File: config.mk
export PLATFORM = sky130hd
export DESIGN_NAME = flr_regs
export DESIGN_NICKNAME = d
export VERILOG_FILES = /design/src/hw/flr_pkg.sv /design/src/hw/flr_flag_if.sv /design/src/hw/flr_flag_bank.sv /design/src/hw/flr_regs.sv
export SDC_FILE = /design/constraint.sdc
export NUM_CORES = 1
export LEC_CHECK = 0
export CORE_MARGIN = 2
export CORE_UTILIZATION = 65
export CTS_BUF_LIST = sky130_fd_sc_hd__clkbuf_8
export DETAILED_ROUTE_END_ITERATION = 10
export DONT_BUFFER_PORTS = 1
export PLACE_DENSITY_LB_ADDON = 0.05
export SLEW_MARGIN = 20
export SYNTH_ARGS = -nofsm -noshare
export SYNTH_HDL_FRONTEND = slang
export SYNTH_HIERARCHICAL = 1
export SYNTH_SLANG_ARGS = --single-unit
File: constraint.sdc
create_clock -name clk -period 1.9 [get_ports clk]
set_input_delay 0.19 -clock clk [delete_from_list [all_inputs] [get_ports clk]]
set_output_delay 0.19 -clock clk [all_outputs]
set_load 0.05 [all_outputs]
File: src/hw/flr_pkg.sv
// Purpose: shared constants and types for the flash led register bank
// Assumes: byte-wide registers at their native sub-addresses
// Notes:   reset values are packed from the field defaults
package flr_pkg;

  // register sub-addresses
  localparam logic [7:0] ADDR_DESIGN_INFO = 8'h00;
  localparam logic [7:0] ADDR_PIN_CONFIG  = 8'h02;
  localparam logic [7:0] ADDR_CURRENT     = 8'h03;
  localparam logic [7:0] ADDR_OUT_MODE    = 8'h04;
  localparam logic [7:0] ADDR_FAULT       = 8'h05;
  localparam logic [7:0] ADDR_MASK_CUR    = 8'h06;

  // reset values
  localparam logic [7:0] RST_CURRENT      = 8'h73;
  localparam logic [7:0] RST_OUT_MODE     = 8'hA4;
  localparam logic [7:0] RST_MASK_CUR     = 8'h66;
  localparam logic [1:0] RST_PIN_CFG      = 2'h0;
  localparam logic [7:0] READ_ZERO        = 8'h00;

  // field positions
  localparam int FL_CUR_HI   = 7;
  localparam int FL_CUR_LO   = 3;
  localparam int TOR_CUR_HI  = 2;
  localparam int PEAK_HI     = 7;
  localparam int PEAK_LO     = 6;
  localparam int BIT_STROBE_LEVEL_SEL  = 5;
  localparam int BIT_FREQ_FOLDBACK_ALLOW = 4;
  localparam int BIT_OUT_EN  = 3;
  localparam int BIT_STR_SRC = 2;
  localparam int MODE_HI     = 1;
  localparam int NIB_HI      = 7;
  localparam int NIB_LO      = 4;
  localparam int NIB_LO_HI   = 3;
  localparam int CFG_HI      = 7;
  localparam int CFG_LO      = 6;

  // fault register bits
  localparam int FAULT_W = 8;
  localparam int FLT_OVP = 7;
  localparam int FLT_SC  = 6;
  localparam int FLT_OT  = 5;
  localparam int FLT_TO  = 4;
  localparam int FLT_TX1 = 3;
  localparam int FLT_IO2 = 2;
  localparam int FLT_IL  = 1;
  localparam int FLT_DC  = 0;
  localparam logic [7:0] LOCK_MASK = 8'hF0;

  // synchronised pin positions
  localparam int PIN_W      = 11;
  localparam int PIN_EN     = 0;
  localparam int PIN_STROBE = 1;
  localparam int PIN_MASK1  = 2;
  localparam int PIN_MASK2  = 3;
  localparam int PIN_OVP    = 4;
  localparam int PIN_SC     = 5;
  localparam int PIN_OT     = 6;
  localparam int PIN_TO     = 7;
  localparam int PIN_PEAK   = 8;
  localparam int PIN_DC     = 9;
  localparam int PIN_INDICATOR_LED   = 10;

  typedef enum logic [1:0] {
    FLR_MODE_STANDBY = 2'b00,
    FLR_MODE_VOUT    = 2'b01,
    FLR_MODE_ASSIST  = 2'b10,
    FLR_MODE_FLASH   = 2'b11
  } flr_led_mode_t;

  typedef enum logic [1:0] {
    FLR_PIN_HIZ    = 2'b00,
    FLR_PIN_INDICATOR_LED   = 2'b01,
    FLR_PIN_MASK2  = 2'b10,
    FLR_PIN_ANALOG = 2'b11
  } flr_pin_cfg_t;

  typedef enum logic [0:0] {
    FLR_FL_IDLE = 1'b0,
    FLR_FL_FIRE = 1'b1
  } flr_fl_state_t;

endpackage

File: src/hw/flr_flag_if.sv
// Purpose: carries event strobes and sticky flags between bank and user
// Assumes: one clock domain
// Notes:   rd_clear is a one-cycle pulse
`timescale 1ns/1ps
interface flr_flag_if #(parameter int W = 8);
  logic [W-1:0] set_evt;   // hardware events
  logic         rd_clear;  // clear-on-read pulse
  logic         init;      // register re-init
  logic [W-1:0] flags;     // sticky flags
  modport bank (input set_evt, input rd_clear, input init, output flags);
  modport user (output set_evt, output rd_clear, output init, input flags);
endinterface

File: src/hw/flr_flag_bank.sv
// Purpose: sticky clear-on-read flag bank
// Assumes: events and clear come from the same clock domain
// Notes:   a set in the clearing cycle survives the clear
`timescale 1ns/1ps
module flr_flag_bank
  import flr_pkg::*;
#(
  parameter int W = FAULT_W
) (
  input wire logic clk,      // system clock
  input wire logic reset_n,  // async reset, active low
  flr_flag_if.bank f         // flag carrier
);

  // set wins over clear so no event is lost on the read edge
  always_ff @(posedge clk or negedge reset_n) begin
    if (!reset_n) begin
      f.flags <= '0;
    end else if (f.init) begin
      f.flags <= '0;
    end else begin
      f.flags <= (f.flags & ~{W{f.rd_clear}}) | f.set_evt;
    end
  end

  a_set_survives: assert property (
    @(posedge clk) disable iff (!reset_n)
    (f.set_evt != '0) && !f.init
      |=> (f.flags & $past(f.set_evt)) == $past(f.set_evt))
    else $error("event lost against clear");

endmodule

File: src/hw/flr_regs.sv
// Purpose: control and status register bank of a flash led driver
// Assumes: serial protocol engine gives one-cycle rd/wr strobes on clk
// Notes:   pins and detector inputs are asynchronous and synchronised
//
// Functional notes
// flash code in bits 7:3, 300 mA plus 50 mA per step, reset 01110
// software never writes flash codes above 01110; those are reserved
// torch code in bits 2:0, 25 mA steps, reset 011
// peak limit field 7:6, 1.75/2.25/2.75 A, reset 10, 11 reserved
// bit 5 picks edge (0) or level (1) strobe, reset 1
// bit 4 allows switching foldback to 1.5 MHz, reset off
// bit 3 turns the output on, reset off
// software strobe fires flash once output enabled in flash mode
// hardware strobe fires flash only while strobe pin is active; with edge strobe the code holds the flash until disarmed
// mode field: standby, 5 V output, assist, flash; reset standby
// fault bit 7 overvoltage, bit 6 short circuit, reset 0
// fault bit 5 overtemperature, bit 4 strobe timeout, reset 0
// fault bit 3 set when mask one active during flash
// fault bit 2: mask two during flash, or indicator led fault
// fault bit 1 set when inductor peak limit reached
// fault bit 0 set when input dc current limit hit
// upper nibble: mask two foldback current, 100 mA plus 50 mA steps
// lower nibble: mask one foldback current, same coding, reset 0110
// every fault flag clears when the fault register is read; a flag whose event is active in the read cycle stays set
// severe faults keep the driver disabled until flags are cleared
// pin two config: hi-z, indicator led, mask two, analog input
`timescale 1ns/1ps
module flr_regs
  import flr_pkg::*;
#(
  parameter logic [7:0] DESIGN_ID = 8'h5A  // arbitrary value
) (
  input  wire logic       clk,                        // 50 MHz clock
  input  wire logic       reset_n,                    // async reset
  input  wire logic [7:0] reg_addr,                   // sub-address
  input  wire logic [7:0] reg_wdata,                  // write byte
  input  wire logic       reg_wr,                     // write strobe
  input  wire logic       reg_rd,                     // read strobe
  input  wire logic       en_pin,                     // enable pin
  input  wire logic       strobe,                     // strobe pin
  input  wire logic       tx_burst_mask_one,          // mask pin one
  input  wire logic       tx_burst_mask_two,          // mask pin two
  input  wire logic       ovp_det,                    // overvoltage
  input  wire logic       sc_det,                     // short circuit
  input  wire logic       ot_det,                     // overtemp
  input  wire logic       timeout_det,                // strobe timeout
  input  wire logic       peak_limit_det,             // peak limit hit
  input  wire logic       dc_limit_det,               // dc limit hit
  input  wire logic       indicator_led_fault_det,             // indicator fault
  output logic      [7:0] reg_rdata,                  // read byte
  output logic      [4:0] flash_current_code,         // flash code
  output logic      [2:0] torch_current_code,         // torch code
  output logic      [1:0] inductor_peak_limit_sel,    // peak limit
  output logic            freq_foldback_allow,        // 1.5 MHz ok
  output logic      [3:0] mask_one_foldback_current,  // mask one code
  output logic      [3:0] mask_two_foldback_current,  // mask two code
  output logic      [1:0] aux_pin_two_config,         // pin two use
  output logic            driver_lockout,             // fault lockout
  output logic            flash_on,                   // flash firing
  output logic            assist_on,                  // assist light
  output logic            vout_on,                    // 5 V output
  output logic            foldback_one_on,            // mask one fold
  output logic            foldback_two_on             // mask two fold
);

  logic [7:0]       current_set;
  logic [7:0]       out_mode;
  logic [7:0]       mask_cur;
  logic [1:0]       pin_cfg;
  logic [PIN_W-1:0] sync_a;
  logic [PIN_W-1:0] sync_b;
  logic             strobe_d;
  logic             en_d;
  logic             en_rise;
  logic             strobe_rise;
  logic             lockout_c;
  logic             armed;
  logic             trigger;
  logic             stop;
  logic             wr_cur;
  logic             wr_mode;
  logic             wr_mask;
  logic             wr_cfg;
  logic [7:0]       next_rdata;
  logic             src_hw;
  logic             str_level;
  flr_led_mode_t    led_drive_mode;
  flr_fl_state_t    fl_state;
  flr_fl_state_t    next_fl_state;

  flr_flag_if #(.W(FAULT_W)) fault_if ();

  flr_flag_bank #(.W(FAULT_W)) u_fault (
    .clk     (clk),
    .reset_n (reset_n),
    .f       (fault_if.bank)
  );

  // two-stage sync; only sync_b feeds logic
  always_ff @(posedge clk or negedge reset_n) begin
    if (!reset_n) begin
      sync_a <= '0;
      sync_b <= '0;
    end else begin
      sync_a <= {indicator_led_fault_det, dc_limit_det, peak_limit_det,
                 timeout_det, ot_det, sc_det, ovp_det,
                 tx_burst_mask_two, tx_burst_mask_one, strobe, en_pin};
      sync_b <= sync_a;
    end
  end

  // edge history for enable and strobe
  always_ff @(posedge clk or negedge reset_n) begin
    if (!reset_n) begin
      en_d     <= 1'b0;
      strobe_d <= 1'b0;
    end else begin
      en_d     <= sync_b[PIN_EN];
      strobe_d <= sync_b[PIN_STROBE];
    end
  end

  assign en_rise     = sync_b[PIN_EN] & ~en_d;
  assign strobe_rise = sync_b[PIN_STROBE] & ~strobe_d;

  // write decode; enable-pin re-init beats a write in the same cycle
  assign wr_cur  = reg_wr && (reg_addr == ADDR_CURRENT) && !en_rise;
  assign wr_mode = reg_wr && (reg_addr == ADDR_OUT_MODE) && !en_rise;
  assign wr_mask = reg_wr && (reg_addr == ADDR_MASK_CUR) && !en_rise;
  assign wr_cfg  = reg_wr && (reg_addr == ADDR_PIN_CONFIG) && !en_rise;

  // current setting register
  always_ff @(posedge clk or negedge reset_n) begin
    if (!reset_n) begin
      current_set <= RST_CURRENT;
    end else if (en_rise) begin
      current_set <= RST_CURRENT;
    end else if (wr_cur) begin
      current_set <= reg_wdata;   // reserved codes stored as written
    end
  end

  // output mode register
  always_ff @(posedge clk or negedge reset_n) begin
    if (!reset_n) begin
      out_mode <= RST_OUT_MODE;
    end else if (en_rise) begin
      out_mode <= RST_OUT_MODE;
    end else if (wr_mode) begin
      out_mode <= reg_wdata;
    end
  end

  // mask foldback current register
  always_ff @(posedge clk or negedge reset_n) begin
    if (!reset_n) begin
      mask_cur <= RST_MASK_CUR;
    end else if (en_rise) begin
      mask_cur <= RST_MASK_CUR;
    end else if (wr_mask) begin
      mask_cur <= reg_wdata;
    end
  end

  // pin two configuration, other bits of that register not held here
  always_ff @(posedge clk or negedge reset_n) begin
    if (!reset_n) begin
      pin_cfg <= RST_PIN_CFG;
    end else if (en_rise) begin
      pin_cfg <= RST_PIN_CFG;
    end else if (wr_cfg) begin
      pin_cfg <= reg_wdata[CFG_HI:CFG_LO];
    end
  end

  // field views of the registers
  assign flash_current_code        = current_set[FL_CUR_HI:FL_CUR_LO];
  assign torch_current_code        = current_set[TOR_CUR_HI:0];
  assign inductor_peak_limit_sel   = out_mode[PEAK_HI:PEAK_LO];
  assign freq_foldback_allow       = out_mode[BIT_FREQ_FOLDBACK_ALLOW];
  assign mask_two_foldback_current = mask_cur[NIB_HI:NIB_LO];
  assign mask_one_foldback_current = mask_cur[NIB_LO_HI:0];
  assign aux_pin_two_config        = pin_cfg;
  assign led_drive_mode = flr_led_mode_t'(out_mode[MODE_HI:0]);
  assign src_hw         = out_mode[BIT_STR_SRC];
  assign str_level      = out_mode[BIT_STROBE_LEVEL_SEL];

  // severe faults hold the driver off until read clears them
  assign lockout_c = |(fault_if.flags & LOCK_MASK);

  // flash trigger: software fires at once, hardware waits for strobe
  assign armed = out_mode[BIT_OUT_EN] && !lockout_c
                 && (led_drive_mode == FLR_MODE_FLASH);
  always_comb begin
    if (!src_hw) begin
      trigger = 1'b1;
    end else if (str_level) begin
      trigger = sync_b[PIN_STROBE];
    end else begin
      trigger = strobe_rise;
    end
  end
  assign stop = !armed || (src_hw && str_level && !sync_b[PIN_STROBE]);

  // edge mode holds the flash until disarmed; the timer is elsewhere
  always_comb begin
    next_fl_state = fl_state;
    case (fl_state)
      FLR_FL_IDLE: begin
        if (armed && trigger) begin
          next_fl_state = FLR_FL_FIRE;
        end
      end
      FLR_FL_FIRE: begin
        if (stop) begin
          next_fl_state = FLR_FL_IDLE;
        end
      end
      default: begin
        next_fl_state = FLR_FL_IDLE;
      end
    endcase
  end

  always_ff @(posedge clk or negedge reset_n) begin
    if (!reset_n) begin
      fl_state <= FLR_FL_IDLE;
    end else begin
      fl_state <= next_fl_state;
    end
  end

  // registered drive outputs
  always_ff @(posedge clk or negedge reset_n) begin
    if (!reset_n) begin
      flash_on        <= 1'b0;
      assist_on       <= 1'b0;
      vout_on         <= 1'b0;
      foldback_one_on <= 1'b0;
      foldback_two_on <= 1'b0;
      driver_lockout  <= 1'b0;
    end else begin
      flash_on  <= (next_fl_state == FLR_FL_FIRE);
      assist_on <= out_mode[BIT_OUT_EN] && !lockout_c
                   && (led_drive_mode == FLR_MODE_ASSIST);
      vout_on   <= out_mode[BIT_OUT_EN] && !lockout_c
                   && (led_drive_mode == FLR_MODE_VOUT);
      foldback_one_on <= (next_fl_state == FLR_FL_FIRE)
                         && sync_b[PIN_MASK1];
      foldback_two_on <= (next_fl_state == FLR_FL_FIRE)
                         && sync_b[PIN_MASK2]
                         && (pin_cfg == FLR_PIN_MASK2);
      driver_lockout  <= lockout_c;
    end
  end

  // fault events into the sticky bank
  always_comb begin
    fault_if.set_evt          = '0;
    fault_if.set_evt[FLT_OVP] = sync_b[PIN_OVP];
    fault_if.set_evt[FLT_SC]  = sync_b[PIN_SC];
    fault_if.set_evt[FLT_OT]  = sync_b[PIN_OT];
    // timeout only applies with hardware level strobe
    fault_if.set_evt[FLT_TO]  = sync_b[PIN_TO] && src_hw && str_level;
    fault_if.set_evt[FLT_TX1] = (fl_state == FLR_FL_FIRE)
                                && sync_b[PIN_MASK1];
    case (pin_cfg)
      FLR_PIN_MASK2: begin
        fault_if.set_evt[FLT_IO2] = (fl_state == FLR_FL_FIRE)
                                    && sync_b[PIN_MASK2];
      end
      FLR_PIN_INDICATOR_LED: begin
        fault_if.set_evt[FLT_IO2] = sync_b[PIN_INDICATOR_LED];
      end
      default: begin
        fault_if.set_evt[FLT_IO2] = 1'b0;
      end
    endcase
    fault_if.set_evt[FLT_IL]  = sync_b[PIN_PEAK];
    fault_if.set_evt[FLT_DC]  = sync_b[PIN_DC];
  end

  // reading the fault register clears it
  assign fault_if.rd_clear = reg_rd && (reg_addr == ADDR_FAULT);
  assign fault_if.init     = en_rise;

  // read mux; unmapped addresses answer zero
  always_comb begin
    case (reg_addr)
      ADDR_DESIGN_INFO: next_rdata = DESIGN_ID;
      ADDR_PIN_CONFIG:  next_rdata = {pin_cfg, 6'h00};
      ADDR_CURRENT:     next_rdata = current_set;
      ADDR_OUT_MODE:    next_rdata = out_mode;
      ADDR_FAULT:       next_rdata = fault_if.flags;
      ADDR_MASK_CUR:    next_rdata = mask_cur;
      default:          next_rdata = READ_ZERO;
    endcase
  end

  // read data held until the next read
  always_ff @(posedge clk or negedge reset_n) begin
    if (!reset_n) begin
      reg_rdata <= READ_ZERO;
    end else if (reg_rd) begin
      reg_rdata <= next_rdata;
    end
  end

  // checks
  a_cur_write: assert property (
    @(posedge clk) disable iff (!reset_n)
    wr_cur |=> current_set == $past(reg_wdata))
    else $error("current register write lost");

  a_en_reinit: assert property (
    @(posedge clk) disable iff (!reset_n)
    en_rise |=> out_mode == RST_OUT_MODE && current_set == RST_CURRENT
                && mask_cur == RST_MASK_CUR && pin_cfg == RST_PIN_CFG)
    else $error("enable edge did not restore defaults");

  a_mask_write: assert property (
    @(posedge clk) disable iff (!reset_n)
    wr_mask |=> mask_two_foldback_current == $past(reg_wdata[NIB_HI:NIB_LO])
                && mask_one_foldback_current == $past(reg_wdata[NIB_LO_HI:0]))
    else $error("foldback nibbles wrong");

  a_cfg_write: assert property (
    @(posedge clk) disable iff (!reset_n)
    wr_cfg |=> aux_pin_two_config == $past(reg_wdata[CFG_HI:CFG_LO]))
    else $error("pin two config not stored");

  a_sw_fire: assert property (
    @(posedge clk) disable iff (!reset_n)
    armed && !src_hw |=> flash_on)
    else $error("software strobe did not fire");

  a_hw_strobe: assert property (
    @(posedge clk) disable iff (!reset_n)
    src_hw && str_level && !sync_b[PIN_STROBE] |=> !flash_on)
    else $error("flash without strobe");

  a_fault_lock: assert property (
    @(posedge clk) disable iff (!reset_n)
    lockout_c |=> driver_lockout && !flash_on && !assist_on)
    else $error("driver ran during lockout");

  a_read_clear: assert property (
    @(posedge clk) disable iff (!reset_n)
    fault_if.rd_clear && fault_if.set_evt == '0 && !en_rise
      |=> fault_if.flags == '0 ##1 reg_rdata == $past(reg_rdata))
    else $error("fault read did not clear");

  a_fault_read: assert property (
    @(posedge clk) disable iff (!reset_n)
    fault_if.rd_clear |=> reg_rdata == $past(fault_if.flags))
    else $error("fault read data wrong");

  a_mask_event: assert property (
    @(posedge clk) disable iff (!reset_n)
    fl_state == FLR_FL_FIRE && sync_b[PIN_MASK1] && !en_rise
      |=> fault_if.flags[FLT_TX1])
    else $error("mask one event not flagged");

  a_limit_flags: assert property (
    @(posedge clk) disable iff (!reset_n)
    (sync_b[PIN_PEAK] || sync_b[PIN_DC]) && !en_rise
      |=> (fault_if.flags[FLT_IL] || !$past(sync_b[PIN_PEAK]))
          && (fault_if.flags[FLT_DC] || !$past(sync_b[PIN_DC])))
    else $error("limit flags not set");

endmodule

==> results by group, run 1 <==
STA
  – Final setup TNS: 0 ns
  – Slew Limit Fails: 0
  – Post-layout min period: 1.60 ns
  – Worst-margin pin slew: 0.552 ns
  – PnR worst setup slack: 0.296 ns
  – RSZ-0062 raised after global routing: false
  – Crit share post-route: 84.4%
  – Fmax: 623 MHz
  – Final Hold Fails: 0
  – Final number of setup-violating endpoints: 0
  – Worst-case clock skew: 0.00857 ns
  – Final hold slack: 0.00861 ns
  – Slew margin rel.: 63.2%

Layout
  – Finished Cell Area: 0.00357 mm2
  – Area delta synth->final: 17.7%
  – Non-Filler Instances: 370
  – ANT cells: 0
  – Multi-input combinational cell area: 0.00104 mm2
  – Nets: 346
  – Share of cells above drive strength 1: 16.0%
  – Filler cells: 279
  – Register area: 0.00182 mm2

Setup path
  – Worst path cell trace: nor4_1 -> nand3_1 -> a311oi_1 -> and3_1
  – Worst setup path class: flop to flop
  – CP Max Fanout: 3
  – Reg2reg path depth: 4
  – CP Depth: 4
  – WP data required: 2.19 ns
  – Crit path launch type: flop
  – Reg-to-Reg End: foldback_two_on
  – Delay-heaviest family, CP: simple AND/OR/NAND/NOR gates
  – Setup crit end kind: flop
  – Worst-path cell with the longest stage delay: dfrtp_1
  – Reg2reg start: u_fault/f.flags[5]
  – Number of buffers and inverters on the critical path: 0
  – Internal reg-to-reg setup slack: 0.30 ns
  – Crit-path max cell delay: 0.43 ns
  – Crit path DAT: 1.89 ns

GRT
  – Overflow after GRT: 0
  – Pin count of the biggest net entering global routing: 73
  – GRT Overall Usage: 31.1%
  – Vias in the first global route: 2312
  – First-pass GRT wire length: 11800 um
  – Initial antenna violation count: 0

Floorplanning
  – Core ar.: 0.00441 mm2
  – Die W: 72.3 um
  – Die area: 0.00523 mm2
  – Row count: 24
  – Die height: 72.3 um
  – Initial Util: 68.7%
  – I/O pins: 66

Pwr
  – P_int: 2.14 mW
  – Gate power share: 7.0%
  – Power density over the cells: 802 mW/mm2
  – Sequential share of power: 56.5%
  – Sw power: 0.728 mW
  – Power share of the clock group: 36.5%
  – Sw frac: 25.4%
  – Cell leakage power: 1.64 nW
  – Worst VDD drop: 0.000810 V

Synth
  – Mean Syn Cell Area: 10.9 um2
  – Seq/Total Area, Yosys: 59.9%
  – FF+latch count, synth: 72
  – Yosys cell types: 43
  – Synthesized area: 0.00303 mm2
  – Synthesis Warnings: 6
  – Post-synth net total: 310
  – Cells after synthesis: 277

Placement
  – GPL Wtd Cong: 0.876
  – Detail Placement HPWL: 4800 um
  – Port Buffers: 0
  – Placed Cells: 328
  – Pre-CTS setup slack: 0.277 ns
  – Post-DP Area: 0.00312 mm2

Min path
  – Worst Hold Class: primary input to flop
  – Hold EP: reg_rdata[3]
  – Worst Hold Depth: 1
  – Hold Startpoint: reg_rd

Clock network
  – CTS sink cnt: 72
  – CTS buffer count: 9
  – Root Driver: clkbuf_8
  – Clk slew on worst S/H paths: 0.07 ns
  – Clock latency on the worst-skew pair: 0.35 ns
  – Clock Path Buffers: 2
  – CTS tree: yes
  – Htree depth: 3

Route
  – Post-route DRC: 0
  – Vias/cell: 6.13
  – DR WL/cell: 19.7 um
  – Post-DRT Antenna Nets: 0
  – DRT Wirelength: 7300 um
  – Routed vias: 2269
  – Initial DRT Pass Iterations: 4
  – Initial DRC Count: 259

Status
  – Status: finished clean

Run
  – Maxcap violations: 0
==> logic make-up after synthesis <==
group	count (synthesis)	share of synthesized area [%]
buf+inv	41	5.70
flops	72	59.9
mux	13	4.29
fa+ha+maj	2	0.825
compound gates	55	12.3
simple gates	94	16.9
==> worst max-delay path by stage <==
stage,from,to,slack (ns)
5_1_grt,u_fault/f.flags[5],foldback_two_on,0.18
2_1_floorplan,reg_addr[5],aux_pin_two_config[0],0.33
4_1_cts,u_fault/f.flags[5],foldback_two_on,0.28
6_report,u_fault/f.flags[5],foldback_two_on,0.30
3_3_place_gp,reg_addr[5],aux_pin_two_config[0],0.31
3_5_place_dp,reg_addr[5],aux_pin_two_config[1],0.28
==> layout by cell type (no fill, tap or decap), types with 6 or more instances in the layout <==
cell type / synthesis / final
dfrtp_1: 60 / 60
mux2i_1: 13 / 13
inv_1: 28 / 29
nand2_1: 22 / 22
dfstp_2: 12 / 12
nor2_1: 10 / 10
clkbuf_8: 0 / 9
o21ai_0: 7 / 7
a21oi_1: 15 / 15
dlygate4sd3_1: 0 / 25
nand2b_1: 13 / 13
o22ai_1: 7 / 7
nand3_1: 21 / 21
nor3_1: 6 / 6
buf_4: 2 / 12
==> stage by stage <==
step,utilization [%],power [mW]
after detailed placement,70.7,1.76
final,80.8,2.86
after global routing,80.8,2.97
after global placement,70.7,1.76
after CTS,80.8,2.89
after floorplan,-,1.74
==> synthesized netlist by cell type <==
master,number,area [um2]
a21oi_1,15,75.1
nor2b_1,5,31.3
nor4_4,1,21.3
a21oi_2,3,26.3
o32a_2,1,11.3
o211ai_2,2,25.0
nand4_2,1,12.5
o21ai_0,7,35.0
a22o_1,1,8.76
nand2b_1,13,81.3
and2_1,3,18.8
or4_4,2,22.5
a22oi_1,1,7.51
a41oi_1,1,8.76
clkbuf_2,1,5.00
ha_1,2,25.0
inv_1,28,105
o22ai_1,7,43.8
buf_6,1,11.3
o221ai_1,2,17.5
nand3_1,21,105
a31oi_1,3,18.8
nand2_1,22,82.6
clkbuf_1,7,26.3
nand2b_4,1,13.8
o32ai_1,2,17.5
a32oi_1,2,17.5
dfrtp_1,60,1500
and3_1,5,31.3
nor3_1,6,30.0
buf_4,2,15.0
nand4_1,2,12.5
o211ai_1,1,7.51
dfstp_2,12,315
a311oi_1,1,8.76
a211oi_1,1,7.51
buf_2,2,10.0
o21ai_1,2,10.0
o211a_1,1,10.0
o22a_1,2,17.5
nor4_1,2,12.5
nor2_1,10,37.5
mux2i_1,13,130
==> area by class of cell <==
| cell class | count | area share (%) |
|---|---|---|
| inverters | 28 | 2.95 |
| multi-input cells | 164 | 29.2 |
| clock inverters | 7 | 1.33 |
| flip-flops and latches | 72 | 50.9 |
| well taps | 52 | 1.82 |
| clock buffers | 9 | 3.47 |
| repair buffers | 38 | 10.3 |
==> state kept, by name (all words and copies together) (netlist names), 2 cells and up <==
name and flops:
reg_rdata 8, out_mode 8, sync_a 11, current_set 8, u_fault/f.flags 8, sync_b 11
mask_cur 8, aux_pin_two_config 2
==> power by group through the flow <==
stage / clock [mW] / sequential, mW / combinational, mW
final: 1.05 / 1.62 / 0.201
after floorplan: 0 / 1.64 / 0.104
after global routing: 1.12 / 1.62 / 0.220
after CTS: 1.07 / 1.62 / 0.199
after detailed placement: 0 / 1.65 / 0.116
after global placement: 0 / 1.64 / 0.115
==> per-layer routing <==
layer / vias to the layer above / GRT usage, % / wire [um]
met3: 19 / 10.0 / 773
met5: - / 0 / 0
li1: 1033 / - / -
met2: 134 / 46.7 / 3470
met4: 0 / 14.0 / 195
met1: 1083 / 41.5 / 2860
==> timing repair <==
item	4_1_cts	5_1_grt
hold buffers	26	0
endpoints found under the hold margin	113	0
gates resized for setup	0	0
setup buffers	0	0
No activity file was read; power rests on OpenSTA's default activity.
==> run 2, diff against run 1 <==
--- a/config.mk
+++ b/config.mk
@@ -5,6 +5,7 @@
 export SDC_FILE = /design/constraint.sdc
 export NUM_CORES = 1
 export LEC_CHECK = 0
+export ABC_AREA = 1
 export CORE_MARGIN = 2
 export CORE_UTILIZATION = 65
 export CTS_BUF_LIST = sky130_fd_sc_hd__clkbuf_8
==> constraint.sdc (replaced) <==
create_clock -name clk -period 1.65 [get_ports clk]
set_input_delay 0.165 -clock clk [delete_from_list [all_inputs] [get_ports clk]]
set_output_delay 0.165 -clock clk [all_outputs]
set_load 0.05 [all_outputs]
==> run 2 against run 1 <==
Compared with the run above:
- cell count rose by 18%
- non-clock buffer count rose by 1
- fmax rose by 14%
- critical path type unchanged
- critical endpoint is now out_mode[4]
- clock skew fell by 0.0039 ns
- via count rose by 11%
- global-route usage rose by 2.0 points
- largest cell class unchanged
- sequential power rose by 22%
- the flow now finishes with violations (negative hold slack)
- wire length rose by 6.5%
- sequential share of layout area fell by 0.77 points
- core utilization rose by 0.69 points
- register-to-register slack got worse by 0.05 ns
- critical path depth rose by 3
- largest power group unchanged
==> results by group, run 2 <==
STA
  – Fmax: 711 MHz
  – Worst-case clock skew: 0.00467 ns
  – Crit share post-route: 85.3%
  – Slew margin rel.: 67.2%
  – Final hold slack: -0.498 ns
  – Final Hold Fails: 72
  – Slew Limit Fails: 0
  – Worst-margin pin slew: 0.492 ns
  – RSZ-0062 raised after global routing: false
  – Final setup TNS: 0 ns
  – Final number of setup-violating endpoints: 0
  – Post-layout min period: 1.41 ns

Setup path
  – Reg2reg path depth: 7
  – Crit path DAT: 1.64 ns
  – Setup crit end kind: flop
  – WP data required: 1.88 ns
  – Internal reg-to-reg setup slack: 0.24 ns
  – Reg-to-Reg End: out_mode[4]
  – Crit path launch type: flop
  – CP Max Fanout: 9
  – Worst setup path class: flop to flop
  – Reg2reg start: sync_b[0]

Placement
  – Port Buffers: 0
  – Detail Placement HPWL: 5000 um
  – Post-DP Area: 0.00324 mm2
  – GPL Wtd Cong: 0.994

Floorplanning
  – Initial Util: 68.6%
  – Die area: 0.00525 mm2
  – Die height: 72.5 um
  – Core ar.: 0.00444 mm2
  – Die W: 72.5 um
  – Row count: 24
  – I/O pins: 66

Synth
  – Top cells by area, synth: dfrtp_1 (49%), dfstp_2 (10%), nand2_1 (10%), nand3_1 (5.3%), inv_1 (4.9%)
  – Yosys top cell by area: dfrtp_1
  – Mean Syn Cell Area: 9.10 um2
  – Post-synth net total: 368
  – Yosys cell types: 27
  – Synth top area share: 49.3%
  – Async S/R FF share, synth: 100%
  – Count leader, synth: nand2_1
  – Synthesis Warnings: 6
  – Cells after synthesis: 335
  – Number of synthesized flops with an enable pin: 0
  – Top FF cell, synth: dfrtp_1
  – Seq/Total Area, Yosys: 59.6%
  – FF+latch count, synth: 72
  – Most common library cells after synthesis: nand2_1 (82), dfrtp_1 (60), inv_1 (40)
  – Synthesized area: 0.00305 mm2

GRT
  – Overflow after GRT: 0
  – First-pass GRT wire length: 12500 um
  – GRT Overall Usage: 33.1%
  – Vias in the first global route: 2572
  – Pin count of the biggest net entering global routing: 73
  – Initial antenna violation count: 0

Layout
  – ANT cells: 0
  – Most common cell after layout, fill and taps aside: nand2_1
  – Filler cells: 281
  – Nets: 411
  – Multi-input combinational cell area: 997 um2
  – Most frequent cells in the layout: nand2_1 (82), dfrtp_1 (60), inv_1 (40), nand3_1 (32), nor2_1 (30)
  – Share of cells above drive strength 1: 19.3%
  – Area delta synth->final: 18.9%
  – Largest regs: sync_a x11, sync_b x11
  – Register area: 0.00182 mm2
  – Finished Cell Area: 0.00362 mm2

Route
  – DR WL/cell: 17.9 um
  – Initial DRC Count: 309
  – Met1 wire length: 3020 um
  – Met2 WL: 3890 um
  – Max layer used: met4
  – DRT Wirelength: 7770 um
  – Routed vias: 2517
  – Post-DRT Antenna Nets: 0
  – Initial DRT Pass Iterations: 6
  – WL met3: 546 um
  – Post-route DRC: 0
  – Vias/cell: 5.79

Min path
  – Worst Hold Class: primary input to asynchronous set/reset pin

Clock network
  – CTS buffer count: 9
  – CTS Hold Bufs: 17
  – Clk slew on worst S/H paths: 0.08 ns
  – CTS tree: yes
  – Clock Path Buffers: 2
  – Setup repair bufs after CTS: 0
  – Root Driver: clkbuf_8
  – Post-cts resize count: 0
  – Htree depth: 3
  – CTS sink cnt: 72
  – Clock latency on the worst-skew pair: 0.35 ns

Pwr
  – Sw power: 1.04 mW
  – Sw frac: 26.7%
  – Power density over the cells: 1070 mW/mm2
  – Worst VDD drop: 0.000822 V
  – Power share of the clock group: 39.7%
  – Gate power share: 9.6%
  – Cell leakage power: 1.82 nW
  – P_int: 2.85 mW
  – Sequential share of power: 50.7%

Status
  – Failing checks: negative hold slack
  – Status: complete, but fails checks

Run
  – Maxcap violations: 0
==> run 2: changes by cell type after synthesis, moves of 6 or more <==
cell      before  now
inv_1         28   40
o21ai_0        7   24
clkbuf_1       7    0
nand2b_1      13    0
nand3_1       21   32
mux2i_1       13    0
o22ai_1        7    0
nor3_1         6    0
nand2_1       22   82
nor2_1        10   30
==> run 2: cell families (layout without fill, tap and decap cells) <==
group,count (synthesis),after routing,synth area share [%]
AOI/OAI and AO/OA,45,45,8.17
DFF,72,72,59.6
and+or+nand+nor,162,162,23.7
buffers and inverters,54,102,7.68
adders and majority gates,2,2,0.821
==> run 2: area by class of cell <==
class,count,share of cell area [%]
Multi-Input combinational cell,209,27.5
Clock inverter,7,2.59
Timing Repair Buffer,39,9.60
Inverter,47,4.94
Tap cell,52,1.80
Sequential cell,72,50.1
Clock buffer,9,3.42
==> run 2: metrics by stage <==
step	worst slack (ns)	hold slack, ns	utilization (%)	std cells	power, mW
finish	0.243	-0.498	81.5	435	3.89
CTS	0.277	-0.501	81.5	435	3.86
global placement	0.349	-0.129	72.8	402	2.31
global route	0.139	-0.515	81.5	435	4.00
detailed placement	0.298	-0.129	72.8	402	2.32
floorplan	0.269	-0.131	-	335	2.24
==> run 2: how the worst max path moves through the flow <==
stage                                from            endpoint  slack [ns]  cells past startpoint
floorplan           aux_pin_two_config[0]  u_fault/f.flags[2]        0.27                      5
global placement              reg_addr[4]        reg_rdata[6]        0.35                      8
detailed placement            reg_addr[4]        reg_rdata[6]        0.30                      8
CTS                             sync_b[0]         out_mode[4]        0.28                      7
global route                    sync_b[0]         out_mode[4]        0.14                      7
finish                          sync_b[0]         out_mode[4]        0.24                      7
==> run 2: power groups by stage <==
stage          Combinational (mW)  Sequential [mW]  Clock (mW)
3_5_place_dp                0.325             2.00           0
3_3_place_gp                0.319             1.99           0
2_1_floorplan               0.186             2.05           0
5_1_grt                     0.402             1.98        1.62
4_1_cts                     0.364             1.97        1.53
6_report                    0.373             1.97        1.54
==> run 2: layer usage <==
| layer | up-vias | global-route usage (%) |
|---|---|---|
| met3 | 36 | 7.92 |
| met5 | - | 0 |
| met1 | 1193 | 41.3 |
| li1 | 1134 | - |
| met2 | 154 | 54.9 |
| met4 | 0 | 15.2 |
==> run 2: critical path, stage by stage, from the launching register on <==
cell and delay [ns]:
dfrtp_1 0.36, inv_1 0.06, nor2_2 0.28, inv_2 0.18, o21ai_4 0.16, inv_4 0.10
nand2_1 0.08, nand2_1 0.07
